`src/core/pwr_seq_pkg.sv`:
```
`default_nettype none
package pwr_seq_pkg;

    // Fixed target address; the shifted 8-bit write address is 0xD6.
    localparam logic [6:0]  TARGET_ADDR     = 7'h6B;
    // Value returned for any offset outside the register map.
    localparam logic [7:0]  UNMAPPED_READ   = 8'hFF;
    localparam logic [3:0]  BITS_PER_BYTE   = 4'h8;
    localparam logic [7:0]  PTR_STEP        = 8'h01;

    // Clock rate and the wake hold time.
    localparam int unsigned CLK_PERIOD_NS   = 25;
    localparam int unsigned WAKE_HOLD_US    = 1000;
    // A least time, so the count rounds up.
    localparam int unsigned WAKE_HOLD_CYCLES = (WAKE_HOLD_US * 1000 + CLK_PERIOD_NS - 1) / CLK_PERIOD_NS;

    // Measurement channels visited in turn by the converter.
    localparam int unsigned ADC_CHANNELS    = 8;
    localparam logic [2:0]  ADC_FIRST_CH    = 3'h0;
    localparam logic [2:0]  ADC_LAST_CH     = 3'(ADC_CHANNELS - 1);
    localparam logic [2:0]  ADC_CH_STEP     = 3'h1;

    typedef enum logic [2:0] {
        S_OFF,
        S_ADAPTER,
        S_BAT_CHECK,
        S_BAT_WAIT,
        S_BAT_ACTIVE,
        S_SHIP
    } mode_state_t;

    typedef enum logic [3:0] {
        I_IDLE,
        I_ADDR,
        I_ADDR_ACK,
        I_PTR,
        I_PTR_ACK,
        I_WR,
        I_WR_ACK,
        I_RD,
        I_RD_ACK
    } i2c_state_t;

endpackage : pwr_seq_pkg
`default_nettype wire

```
`src/core/i2c_register_target.sv`:
```
`timescale 1ns/10ps
`default_nettype none
module i2c_register_target (
    input  wire logic       clk_i,
    input  wire logic       reset_n_i,
    input  wire logic       scl_i,
    input  wire logic       sda_i,
    output logic            sda_o,
    output logic            sda_oe_o,
    output logic [7:0]      reg_addr_o,
    output logic [7:0]      reg_wdata_o,
    output logic            reg_wr_o,
    input  wire logic [7:0] reg_rdata_i,
    input  wire logic       reg_hit_i
);

    pwr_seq_pkg::i2c_state_t state_q;
    logic                    scl_q;
    logic                    sda_q;
    logic [7:0]              shift_q;
    logic [3:0]              cnt_q;
    logic                    rw_q;
    logic [7:0]              ptr_q;
    logic                    oe_q;
    logic                    wr_q;
    logic [7:0]              wdata_q;

    // Bus events are found from the previous pin levels.
    wire       scl_rise   = scl_i & ~scl_q;
    wire       scl_fall   = ~scl_i & scl_q;
    wire       start_cond = scl_i & scl_q & sda_q & ~sda_i;
    wire       stop_cond  = scl_i & scl_q & ~sda_q & sda_i;
    wire       byte_done  = (cnt_q == pwr_seq_pkg::BITS_PER_BYTE);
    wire       addr_match = (shift_q[7:1] == pwr_seq_pkg::TARGET_ADDR);
    wire [7:0] read_byte  = reg_hit_i ? reg_rdata_i : pwr_seq_pkg::UNMAPPED_READ;
    wire [7:0] ptr_next   = ptr_q + pwr_seq_pkg::PTR_STEP;

    // The pin is open drain: the level is always low and only the enable moves.
    assign sda_o       = 1'b0;
    assign sda_oe_o    = oe_q;
    assign reg_addr_o  = ptr_q;
    assign reg_wdata_o = wdata_q;
    assign reg_wr_o    = wr_q;

    // Data is taken on the rising edge of the clock line and changed on the falling one.
    always_ff @(posedge clk_i) begin
        if (!reset_n_i) begin
            state_q <= pwr_seq_pkg::I_IDLE;
            scl_q   <= 1'b1;
            sda_q   <= 1'b1;
            shift_q <= 8'h00;
            cnt_q   <= 4'h0;
            rw_q    <= 1'b0;
            ptr_q   <= 8'h00;
            oe_q    <= 1'b0;
            wr_q    <= 1'b0;
            wdata_q <= 8'h00;
        end else begin
            scl_q <= scl_i;
            sda_q <= sda_i;
            wr_q  <= 1'b0;
            if (start_cond) begin
                state_q <= pwr_seq_pkg::I_ADDR;
                cnt_q   <= 4'h0;
                oe_q    <= 1'b0;
            end else if (stop_cond) begin
                state_q <= pwr_seq_pkg::I_IDLE;
                oe_q    <= 1'b0;
            end else if (scl_rise) begin
                if (state_q == pwr_seq_pkg::I_ADDR || state_q == pwr_seq_pkg::I_PTR ||
                    state_q == pwr_seq_pkg::I_WR) begin
                    shift_q <= {shift_q[6:0], sda_i};
                    cnt_q   <= cnt_q + 4'h1;
                end else if (state_q == pwr_seq_pkg::I_RD_ACK && sda_i) begin
                    state_q <= pwr_seq_pkg::I_IDLE;
                end
            end else if (scl_fall) begin
                unique case (state_q)
                    pwr_seq_pkg::I_IDLE: begin
                    end
                    pwr_seq_pkg::I_ADDR: begin
                        if (byte_done) begin
                            oe_q    <= addr_match;
                            rw_q    <= shift_q[0];
                            state_q <= addr_match ? pwr_seq_pkg::I_ADDR_ACK : pwr_seq_pkg::I_IDLE;
                        end
                    end
                    pwr_seq_pkg::I_PTR: begin
                        if (byte_done) begin
                            oe_q    <= 1'b1;
                            ptr_q   <= shift_q;
                            state_q <= pwr_seq_pkg::I_PTR_ACK;
                        end
                    end
                    pwr_seq_pkg::I_WR: begin
                        if (byte_done) begin
                            oe_q    <= 1'b1;
                            wr_q    <= 1'b1;
                            wdata_q <= shift_q;
                            state_q <= pwr_seq_pkg::I_WR_ACK;
                        end
                    end
                    pwr_seq_pkg::I_ADDR_ACK, pwr_seq_pkg::I_RD_ACK: begin
                        if (rw_q) begin
                            oe_q    <= ~read_byte[7];
                            shift_q <= read_byte;
                            ptr_q   <= ptr_next;
                            cnt_q   <= 4'h1;
                            state_q <= pwr_seq_pkg::I_RD;
                        end else begin
                            oe_q    <= 1'b0;
                            cnt_q   <= 4'h0;
                            state_q <= pwr_seq_pkg::I_PTR;
                        end
                    end
                    pwr_seq_pkg::I_PTR_ACK, pwr_seq_pkg::I_WR_ACK: begin
                        oe_q    <= 1'b0;
                        cnt_q   <= 4'h0;
                        ptr_q   <= (state_q == pwr_seq_pkg::I_WR_ACK) ? ptr_next : ptr_q;
                        state_q <= pwr_seq_pkg::I_WR;
                    end
                    pwr_seq_pkg::I_RD: begin
                        if (byte_done) begin
                            oe_q    <= 1'b0;
                            state_q <= pwr_seq_pkg::I_RD_ACK;
                        end else begin
                            oe_q    <= ~shift_q[6];
                            shift_q <= {shift_q[6:0], 1'b0};
                            cnt_q   <= cnt_q + 4'h1;
                        end
                    end
                endcase
            end
        end
    end
endmodule : i2c_register_target
`default_nettype wire

```
`src/core/charger_power_mode_sequencer.sv`:
```
// Notes on behaviour
// - An input above its undervoltage level always puts the device in adapter mode.
// - In adapter mode the converter stays enabled and steps through every channel without pause.
// - In adapter mode a valid input above the dynamic power level feeds the system rail.
// - In adapter mode, with charging enabled, the battery charges until termination and then stops.
// - Inserting an input above its undervoltage level wakes the device and raises the always-on rail.
// - The system rail joins the input only above battery plus sleep offset and below overvoltage; charging needs the dynamic power level.
// - A battery inserted with no valid input leads straight to ship mode unless the wake button is held low.
// - On battery insertion the always-on rail rises briefly to sample the button, and drops at once into ship mode if it reads high.
// - A low button on battery insertion starts a wake timer, and the rails come up only if it stays low past the hold time.
// - The serial target answers only at the fixed 7-bit address 0x6B.
// - Reads of offsets outside the register map return FF.
`timescale 1ns/10ps
`default_nettype none
module charger_power_mode_sequencer #(
    parameter int unsigned WAKE_HOLD_CYCLES = pwr_seq_pkg::WAKE_HOLD_CYCLES
) (
    input  wire logic       clk_i,
    input  wire logic       reset_n_i,
    input  wire logic       in_above_uvlo_i,
    input  wire logic       in_above_bat_slp_i,
    input  wire logic       in_above_ovp_i,
    input  wire logic       in_above_dpm_i,
    input  wire logic       bat_above_uvlo_i,
    input  wire logic       wake_button_n_i,
    input  wire logic       charge_enable_i,
    input  wire logic       charge_done_i,
    output logic            adapter_mode_o,
    output logic            adc_enable_o,
    output logic [2:0]      adc_channel_o,
    output logic            always_on_rail_o,
    output logic            system_rail_from_input_o,
    output logic            rails_on_o,
    output logic            charging_o,
    output logic            ship_mode_o,
    input  wire logic       scl_i,
    input  wire logic       sda_i,
    output logic            sda_o,
    output logic            sda_oe_o,
    output logic [7:0]      reg_addr_o,
    output logic [7:0]      reg_wdata_o,
    output logic            reg_wr_o,
    input  wire logic [7:0] reg_rdata_i,
    input  wire logic       reg_hit_i
);

    pwr_seq_pkg::mode_state_t state_q;
    pwr_seq_pkg::mode_state_t state_d;
    logic                     bat_prev_q;
    logic [31:0]              wait_cnt_q;
    logic                     done_q;
    logic [2:0]               channel_q;
    logic                     adapter_q;
    logic                     adc_en_q;
    logic                     aon_q;
    logic                     rail_in_q;
    logic                     rails_q;
    logic                     charge_q;
    logic                     ship_q;

    // Decode of insertion, timer and the conditions that gate the rail and the charger.
    wire        bat_inserted = bat_above_uvlo_i & ~bat_prev_q;
    wire        wait_done    = (wait_cnt_q == WAKE_HOLD_CYCLES);
    wire        adapter_next = (state_d == pwr_seq_pkg::S_ADAPTER);
    wire        input_good   = in_above_bat_slp_i & ~in_above_ovp_i;
    wire        rail_in_d    = adapter_next & input_good & in_above_dpm_i;
    wire        done_d       = adapter_next & charge_enable_i & (done_q | (charge_q & charge_done_i));
    wire        charge_d     = rail_in_d & charge_enable_i & ~done_d;
    wire [2:0]  channel_d    = !adapter_next ? pwr_seq_pkg::ADC_FIRST_CH :
                               (channel_q == pwr_seq_pkg::ADC_LAST_CH) ? pwr_seq_pkg::ADC_FIRST_CH :
                               channel_q + pwr_seq_pkg::ADC_CH_STEP;
    wire [31:0] wait_cnt_d   = (state_q == pwr_seq_pkg::S_BAT_WAIT) ? wait_cnt_q + 32'h1 : 32'h0;

    // A live input overrides every battery-side state, so a wake by supply cannot be missed.
    always_comb begin
        state_d = state_q;
        if (in_above_uvlo_i) begin
            state_d = pwr_seq_pkg::S_ADAPTER;
        end else begin
            unique case (state_q)
                pwr_seq_pkg::S_OFF: begin
                    if (bat_inserted) begin
                        state_d = pwr_seq_pkg::S_BAT_CHECK;
                    end
                end
                pwr_seq_pkg::S_ADAPTER: begin
                    state_d = bat_above_uvlo_i ? pwr_seq_pkg::S_BAT_ACTIVE : pwr_seq_pkg::S_OFF;
                end
                pwr_seq_pkg::S_BAT_CHECK: begin
                    state_d = wake_button_n_i ? pwr_seq_pkg::S_SHIP : pwr_seq_pkg::S_BAT_WAIT;
                end
                pwr_seq_pkg::S_BAT_WAIT: begin
                    if (wake_button_n_i) begin
                        state_d = pwr_seq_pkg::S_SHIP;
                    end else if (wait_done) begin
                        state_d = pwr_seq_pkg::S_BAT_ACTIVE;
                    end
                end
                pwr_seq_pkg::S_BAT_ACTIVE, pwr_seq_pkg::S_SHIP: begin
                    if (!bat_above_uvlo_i) begin
                        state_d = pwr_seq_pkg::S_OFF;
                    end
                end
            endcase
        end
    end

    // State, timer and latches.
    always_ff @(posedge clk_i) begin
        if (!reset_n_i) begin
            state_q    <= pwr_seq_pkg::S_OFF;
            bat_prev_q <= 1'b0;
            wait_cnt_q <= 32'h0;
            done_q     <= 1'b0;
            channel_q  <= pwr_seq_pkg::ADC_FIRST_CH;
        end else begin
            state_q    <= state_d;
            bat_prev_q <= bat_above_uvlo_i;
            wait_cnt_q <= wait_cnt_d;
            done_q     <= done_d;
            channel_q  <= channel_d;
        end
    end

    // Outputs are registered from the next state so they line up with the state register.
    always_ff @(posedge clk_i) begin
        if (!reset_n_i) begin
            adapter_q <= 1'b0;
            adc_en_q  <= 1'b0;
            aon_q     <= 1'b0;
            rail_in_q <= 1'b0;
            rails_q   <= 1'b0;
            charge_q  <= 1'b0;
            ship_q    <= 1'b0;
        end else begin
            adapter_q <= adapter_next;
            adc_en_q  <= adapter_next;
            aon_q     <= (state_d != pwr_seq_pkg::S_OFF) && (state_d != pwr_seq_pkg::S_SHIP);
            rail_in_q <= rail_in_d;
            rails_q   <= (state_d == pwr_seq_pkg::S_BAT_ACTIVE);
            charge_q  <= charge_d;
            ship_q    <= (state_d == pwr_seq_pkg::S_SHIP);
        end
    end

    assign adapter_mode_o           = adapter_q;
    assign adc_enable_o             = adc_en_q;
    assign adc_channel_o            = channel_q;
    assign always_on_rail_o         = aon_q;
    assign system_rail_from_input_o = rail_in_q;
    assign rails_on_o               = rails_q;
    assign charging_o               = charge_q;
    assign ship_mode_o              = ship_q;

    // Writes are passed on without a map check; the host keeps clear of reserved offsets.
    i2c_register_target u_target (
        .clk_i       (clk_i),
        .reset_n_i   (reset_n_i),
        .scl_i       (scl_i),
        .sda_i       (sda_i),
        .sda_o       (sda_o),
        .sda_oe_o    (sda_oe_o),
        .reg_addr_o  (reg_addr_o),
        .reg_wdata_o (reg_wdata_o),
        .reg_wr_o    (reg_wr_o),
        .reg_rdata_i (reg_rdata_i),
        .reg_hit_i   (reg_hit_i)
    );

    // Helper logic: consecutive low cycles of the button, saturating, and the waiting flag.
    logic [31:0] low_cnt_q;
    wire         in_wait     = (state_q == pwr_seq_pkg::S_BAT_WAIT);
    wire [2:0]   ch_expected = (channel_q == pwr_seq_pkg::ADC_LAST_CH) ? pwr_seq_pkg::ADC_FIRST_CH :
                               channel_q + pwr_seq_pkg::ADC_CH_STEP;
    always_ff @(posedge clk_i) begin
        if (!reset_n_i) begin
            low_cnt_q <= 32'h0;
        end else begin
            low_cnt_q <= wake_button_n_i ? 32'h0 : ((&low_cnt_q) ? low_cnt_q : low_cnt_q + 32'h1);
        end
    end
endmodule : charger_power_mode_sequencer
`default_nettype wire

```
`config.mk`:
```
export PLATFORM = sky130hd
export DESIGN_NAME = charger_power_mode_sequencer
export DESIGN_NICKNAME = d
export VERILOG_FILES = /design/src/core/pwr_seq_pkg.sv /design/src/core/i2c_register_target.sv /design/src/core/charger_power_mode_sequencer.sv
export SDC_FILE = /design/constraint.sdc
export NUM_CORES = 1
export LEC_CHECK = 0
export BUFFER_PORTS_ARGS = -buffer_cell sky130_fd_sc_hd__buf_2
export CORE_MARGIN = 5
export CORE_UTILIZATION = 58
export DETAILED_ROUTE_END_ITERATION = 6
export PLACE_DENSITY = 0.8
export SLEW_MARGIN = 5
export SYNTH_ARGS = -nofsm -noshare
export SYNTH_HDL_FRONTEND = slang
export SYNTH_SLANG_ARGS = --single-unit
```
`constraint.sdc`:
```
create_clock -name clk_i -period 2.2 [get_ports clk_i]
set_input_delay 0.11 -clock clk_i [delete_from_list [all_inputs] [get_ports clk_i]]
set_output_delay 0.11 -clock clk_i [all_outputs]
set_load 0.01 [all_outputs]
```
==> results.json <==
{
  "drt-initial-drc-count": 197,
  "cts-htree-levels": 3,
  "post-dp-hpwl_um": 6581,
  "dominantRegCellSynth": "sky130_fd_sc_hd__dfxtp_1",
  "clockBufferDepth": 2,
  "core_area_um2": 7137,
  "layout.nets": 582,
  "final_period_utilization_pct": 92.81,
  "number_of_flops_mapped_to_enable_cells_by_yosys": 0,
  "grt.total_usage_pct": 21.55,
  "worstMarginPinSlew_ns": 0.9786,
  "global_route_overflow": 0,
  "synth_top_area_share_pct": 39.82,
  "fmax_ghz": 0.4897,
  "hp-class": "input pin to register",
  "synth_compound_area_share_pct": 13.49,
  "post_drt_wl_per_cell_um": 14.33,
  "post-route-min-period_ns": 2.042,
  "avgSynthCellArea_um2": 8.413,
  "endpoint_type_of_the_worst_setup_path": "register",
  "clk_latency_ns": 0.36,
  "synthesis.nets": 527,
  "post_synth_and_or_nand_nor_area_fraction_pct": 30.04,
  "cellLeakagePower_nw": 1.922,
  "num_rows": 31,
  "postRouteAntennaNets": 0,
  "slew-limit-headroom_pct": 34.69,
  "pwr-share-comb_pct": 6.0,
  "antenna_found_initial": 0,
  "number_of_buffers_created_by_cts": 9,
  "power_frac_clock_pct": 39.9,
  "power_report.internal_total_w": 0.002129,
  "run_status": "finished clean",
  "synth-adder-area-share_pct": 2.999,
  "layout_stage_area_growth_over_the_synthesis_result_pct": 15.71,
  "yosys-top-cells-area": "sky130_fd_sc_hd__dfxtp_1 (40%), sky130_fd_sc_hd__nor2_1 (6.0%), sky130_fd_sc_hd__xor2_1 (4.6%)",
  "netlist-cell-type-count": 56,
  "netSwitchingFraction_pct": 24.93,
  "synth-xor-area-share_pct": 6.297,
  "setup_viol": 0,
  "fill_cells": 594,
  "routed_wirelength_um": 9383,
  "yosys_register_bits": 83,
  "die_w_um": 94.82,
  "synth_area_um2": 4173,
  "floorplan.initialDensity_pct": 58.47,
  "cap_viol_max_count": 0,
  "tritoncts": "done",
  "die_height_um": 94.82,
  "io-pin-count": 50,
  "grt_pass1_wl_um": 15560,
  "power_frac_seq_pct": 54.1,
  "cts_root_buffer": "sky130_fd_sc_hd__clkbuf_8",
  "cp_data_required_time_ns": 2.44,
  "post_drt_via_cell_ratio": 5.655,
  "instances_no_fill": 655,
  "gp_congestion": 0.9217,
  "synth_top_cell_by_area": "sky130_fd_sc_hd__dfxtp_1",
  "synth_async_sr_flop_share_pct": 0,
  "drt_pre_antenna_iters": 7,
  "netlist_instances": 496,
  "power.ir.vdd_worst_uv": 364.4,
  "grt_max_degree": 33,
  "setup.worst_path.start_class": "register",
  "clock_tree_skew_after_final_layout_ns": 0.009040,
  "timing_worst_setup_path_type": "register to register",
  "antenna_diode_count": 0,
  "layout_common_cells": "sky130_fd_sc_hd__dfxtp_1 (82), sky130_fd_sc_hd__nor2_1 (67), sky130_fd_sc_hd__buf_2 (48)",
  "timing.setup.tns_ns": 0,
  "main_combinational_cell_family_by_area_after_synthesis": "simple AND/OR/NAND/NOR gates",
  "crit_arrival_ns": 2.28,
  "tritoncts_num_sinks": 83,
  "final-max-slew-violation-count": 0,
  "detail_route.drc_violations": 0,
  "die_area_um2": 8991,
  "path_max_fanout": 10,
  "most_frequent_standard_cell_in_the_layout_excluding_fill_and_tap_cells": "sky130_fd_sc_hd__dfxtp_1",
  "ys_warn_count": 0,
  "synth-seq-area-share_pct": 39.82,
  "post_route_cells_drive_above_1_share_pct": 17.27,
  "number_of_global_route_vias_before_repair": 3475,
  "placedCellCount": 632,
  "hold_viol": 0,
  "detailroute.via_count": 3704,
  "count_of_input_and_output_buffers": 48,
  "clk_transition_reported_paths_ns": 0.09,
  "power-per-cell-area_nw_per_um2": 587.4,
  "synth.mux.area_fraction_pct": 3.628,
  "total_net_switching_power_w": 0.0007071
}
-- cell usage after synthesis (3+ instances only) --
cell type / n
sky130_fd_sc_hd__nand3_1: 22
sky130_fd_sc_hd__o31ai_1: 3
sky130_fd_sc_hd__nor3b_1: 4
sky130_fd_sc_hd__and3_1: 14
sky130_fd_sc_hd__a31oi_1: 3
sky130_fd_sc_hd__o211ai_1: 9
sky130_fd_sc_hd__o21ai_0: 21
sky130_fd_sc_hd__nor4_1: 10
sky130_fd_sc_hd__nor2_1: 67
sky130_fd_sc_hd__ha_1: 10
sky130_fd_sc_hd__inv_1: 15
sky130_fd_sc_hd__a211oi_1: 3
sky130_fd_sc_hd__xor2_1: 22
sky130_fd_sc_hd__nor3_1: 10
sky130_fd_sc_hd__nand3b_1: 8
sky130_fd_sc_hd__clkbuf_1: 12
sky130_fd_sc_hd__nand2_1: 38
sky130_fd_sc_hd__xnor2_1: 8
sky130_fd_sc_hd__mux2i_1: 14
sky130_fd_sc_hd__nand2b_1: 15
sky130_fd_sc_hd__dfxtp_1: 83
sky130_fd_sc_hd__nor2b_1: 9
sky130_fd_sc_hd__or3_1: 7
sky130_fd_sc_hd__and2_1: 6
sky130_fd_sc_hd__nand4_1: 8
sky130_fd_sc_hd__a21oi_1: 30
sky130_fd_sc_hd__buf_2: 7
-- final timing paths --
check / endpoint / slack, ns / depth (start not counted) / from
setup / recovery: u_target.cnt_q[0]$_SDFFE_PP0P_ / 0.16 / 8 / u_target.state_q[1]$_SDFFE_PP0P_
hold / removal: u_target.sda_q$_SDFF_PN1_ / 0.01 / 2 / sda_i
setup reg to reg: u_target.cnt_q[0]$_SDFFE_PP0P_ / 0.16 / 8 / u_target.state_q[1]$_SDFFE_PP0P_
hold reg to reg: adc_channel_o[0]$_SDFF_PP0_ / 0.47 / 1 / adc_channel_o[0]$_SDFF_PP0_
-- power groups by stage --
stage | Combinational [W] | Sequential, W | Clock [W]
2_1_floorplan | 0.000103 | 0.00157 | 0
3_3_place_gp | 0.000153 | 0.00157 | 0
3_5_place_dp | 0.000158 | 0.00157 | 0
4_1_cts | 0.000165 | 0.00153 | 0.00115
5_1_grt | 0.000189 | 0.00154 | 0.00120
6_report | 0.000170 | 0.00153 | 0.00113
-- critical path, stage by stage, from the launching register on --
cell and delay (ns):
sky130_fd_sc_hd__dfxtp_1 0.41, sky130_fd_sc_hd__buf_4 0.20, sky130_fd_sc_hd__nor3b_1 0.24, sky130_fd_sc_hd__o21ai_2 0.17, sky130_fd_sc_hd__a2111oi_4 0.50, sky130_fd_sc_hd__buf_4 0.18
sky130_fd_sc_hd__o211ai_1 0.07, sky130_fd_sc_hd__o21ai_0 0.09, sky130_fd_sc_hd__nor2_1 0.05
-- cells by family after synthesis --
logic type	count (synthesis)
buffers and inverters	36
and+or+nand+nor	234
AOI/OAI and AO/OA	87
xor gates and xnor gates	30
DFF	83
other	1
adders and majority gates	10
muxes	15
-- flip-flops by register name (all words and copies together), names as in the netlist, 3 cells and up --
name,flops
state_q,3
wait_cnt_q,32
u_target.reg_addr_o,8
u_target.cnt_q,4
u_target.shift_q,8
u_target.reg_wdata_o,8
adc_channel_o,3
u_target.state_q,4
-- repair_timing --
| action | CTS | global route |
|---|---|---|
| buffers inserted | 0 | 2 |
| hold buffers | 5 | 0 |
| endpoints found under the setup margin | 0 | 28 |
| endpoints found under the hold margin | 4 | 0 |
| resized for setup | 0 | 10 |
-- layer usage --
layer / share of wire (%) / GRT usage [%]
met3: 5.1 / 3.745
met4: 1.6 / 9.135
met2: 46 / 34.76
met5: 0 / 0
met1: 47 / 28.34
-- layout make-up --
cell class                 instances  area, µm²  share of cell area, %
sequential                        83       1663                  34.44
clock buffer                      10      127.6                  2.643
multi-input combinational        377       2391                  49.52
inverter                          15      56.30                  1.166
tap                               99      123.9                  2.565
timing repair buffer              65      392.9                  8.137
clock inverter                     6      73.82                  1.529
-- per-stage QoR --
| step | hold slack (ns) | util [%] | power (W) | worst slack [ns] | instance area (µm²) |
|---|---|---|---|---|---|
| floorplan | 0.1991 | - | 0.001669 | 0.2774 | 4173 |
| CTS | 0.01288 | 66.99 | 0.002847 | 0.01482 | 4781 |
| global placement | 0.2915 | 63.46 | 0.001720 | 0.1190 | 4529 |
| detailed placement | 0.2901 | 63.46 | 0.001726 | 0.07082 | 4529 |
| global route | 0.03719 | 67.65 | 0.002929 | -0.0003291 | 4828 |
| finish | 0.01490 | 67.65 | 0.002836 | 0.1581 | 4828 |
No activity file was read; power rests on OpenSTA's default activity.
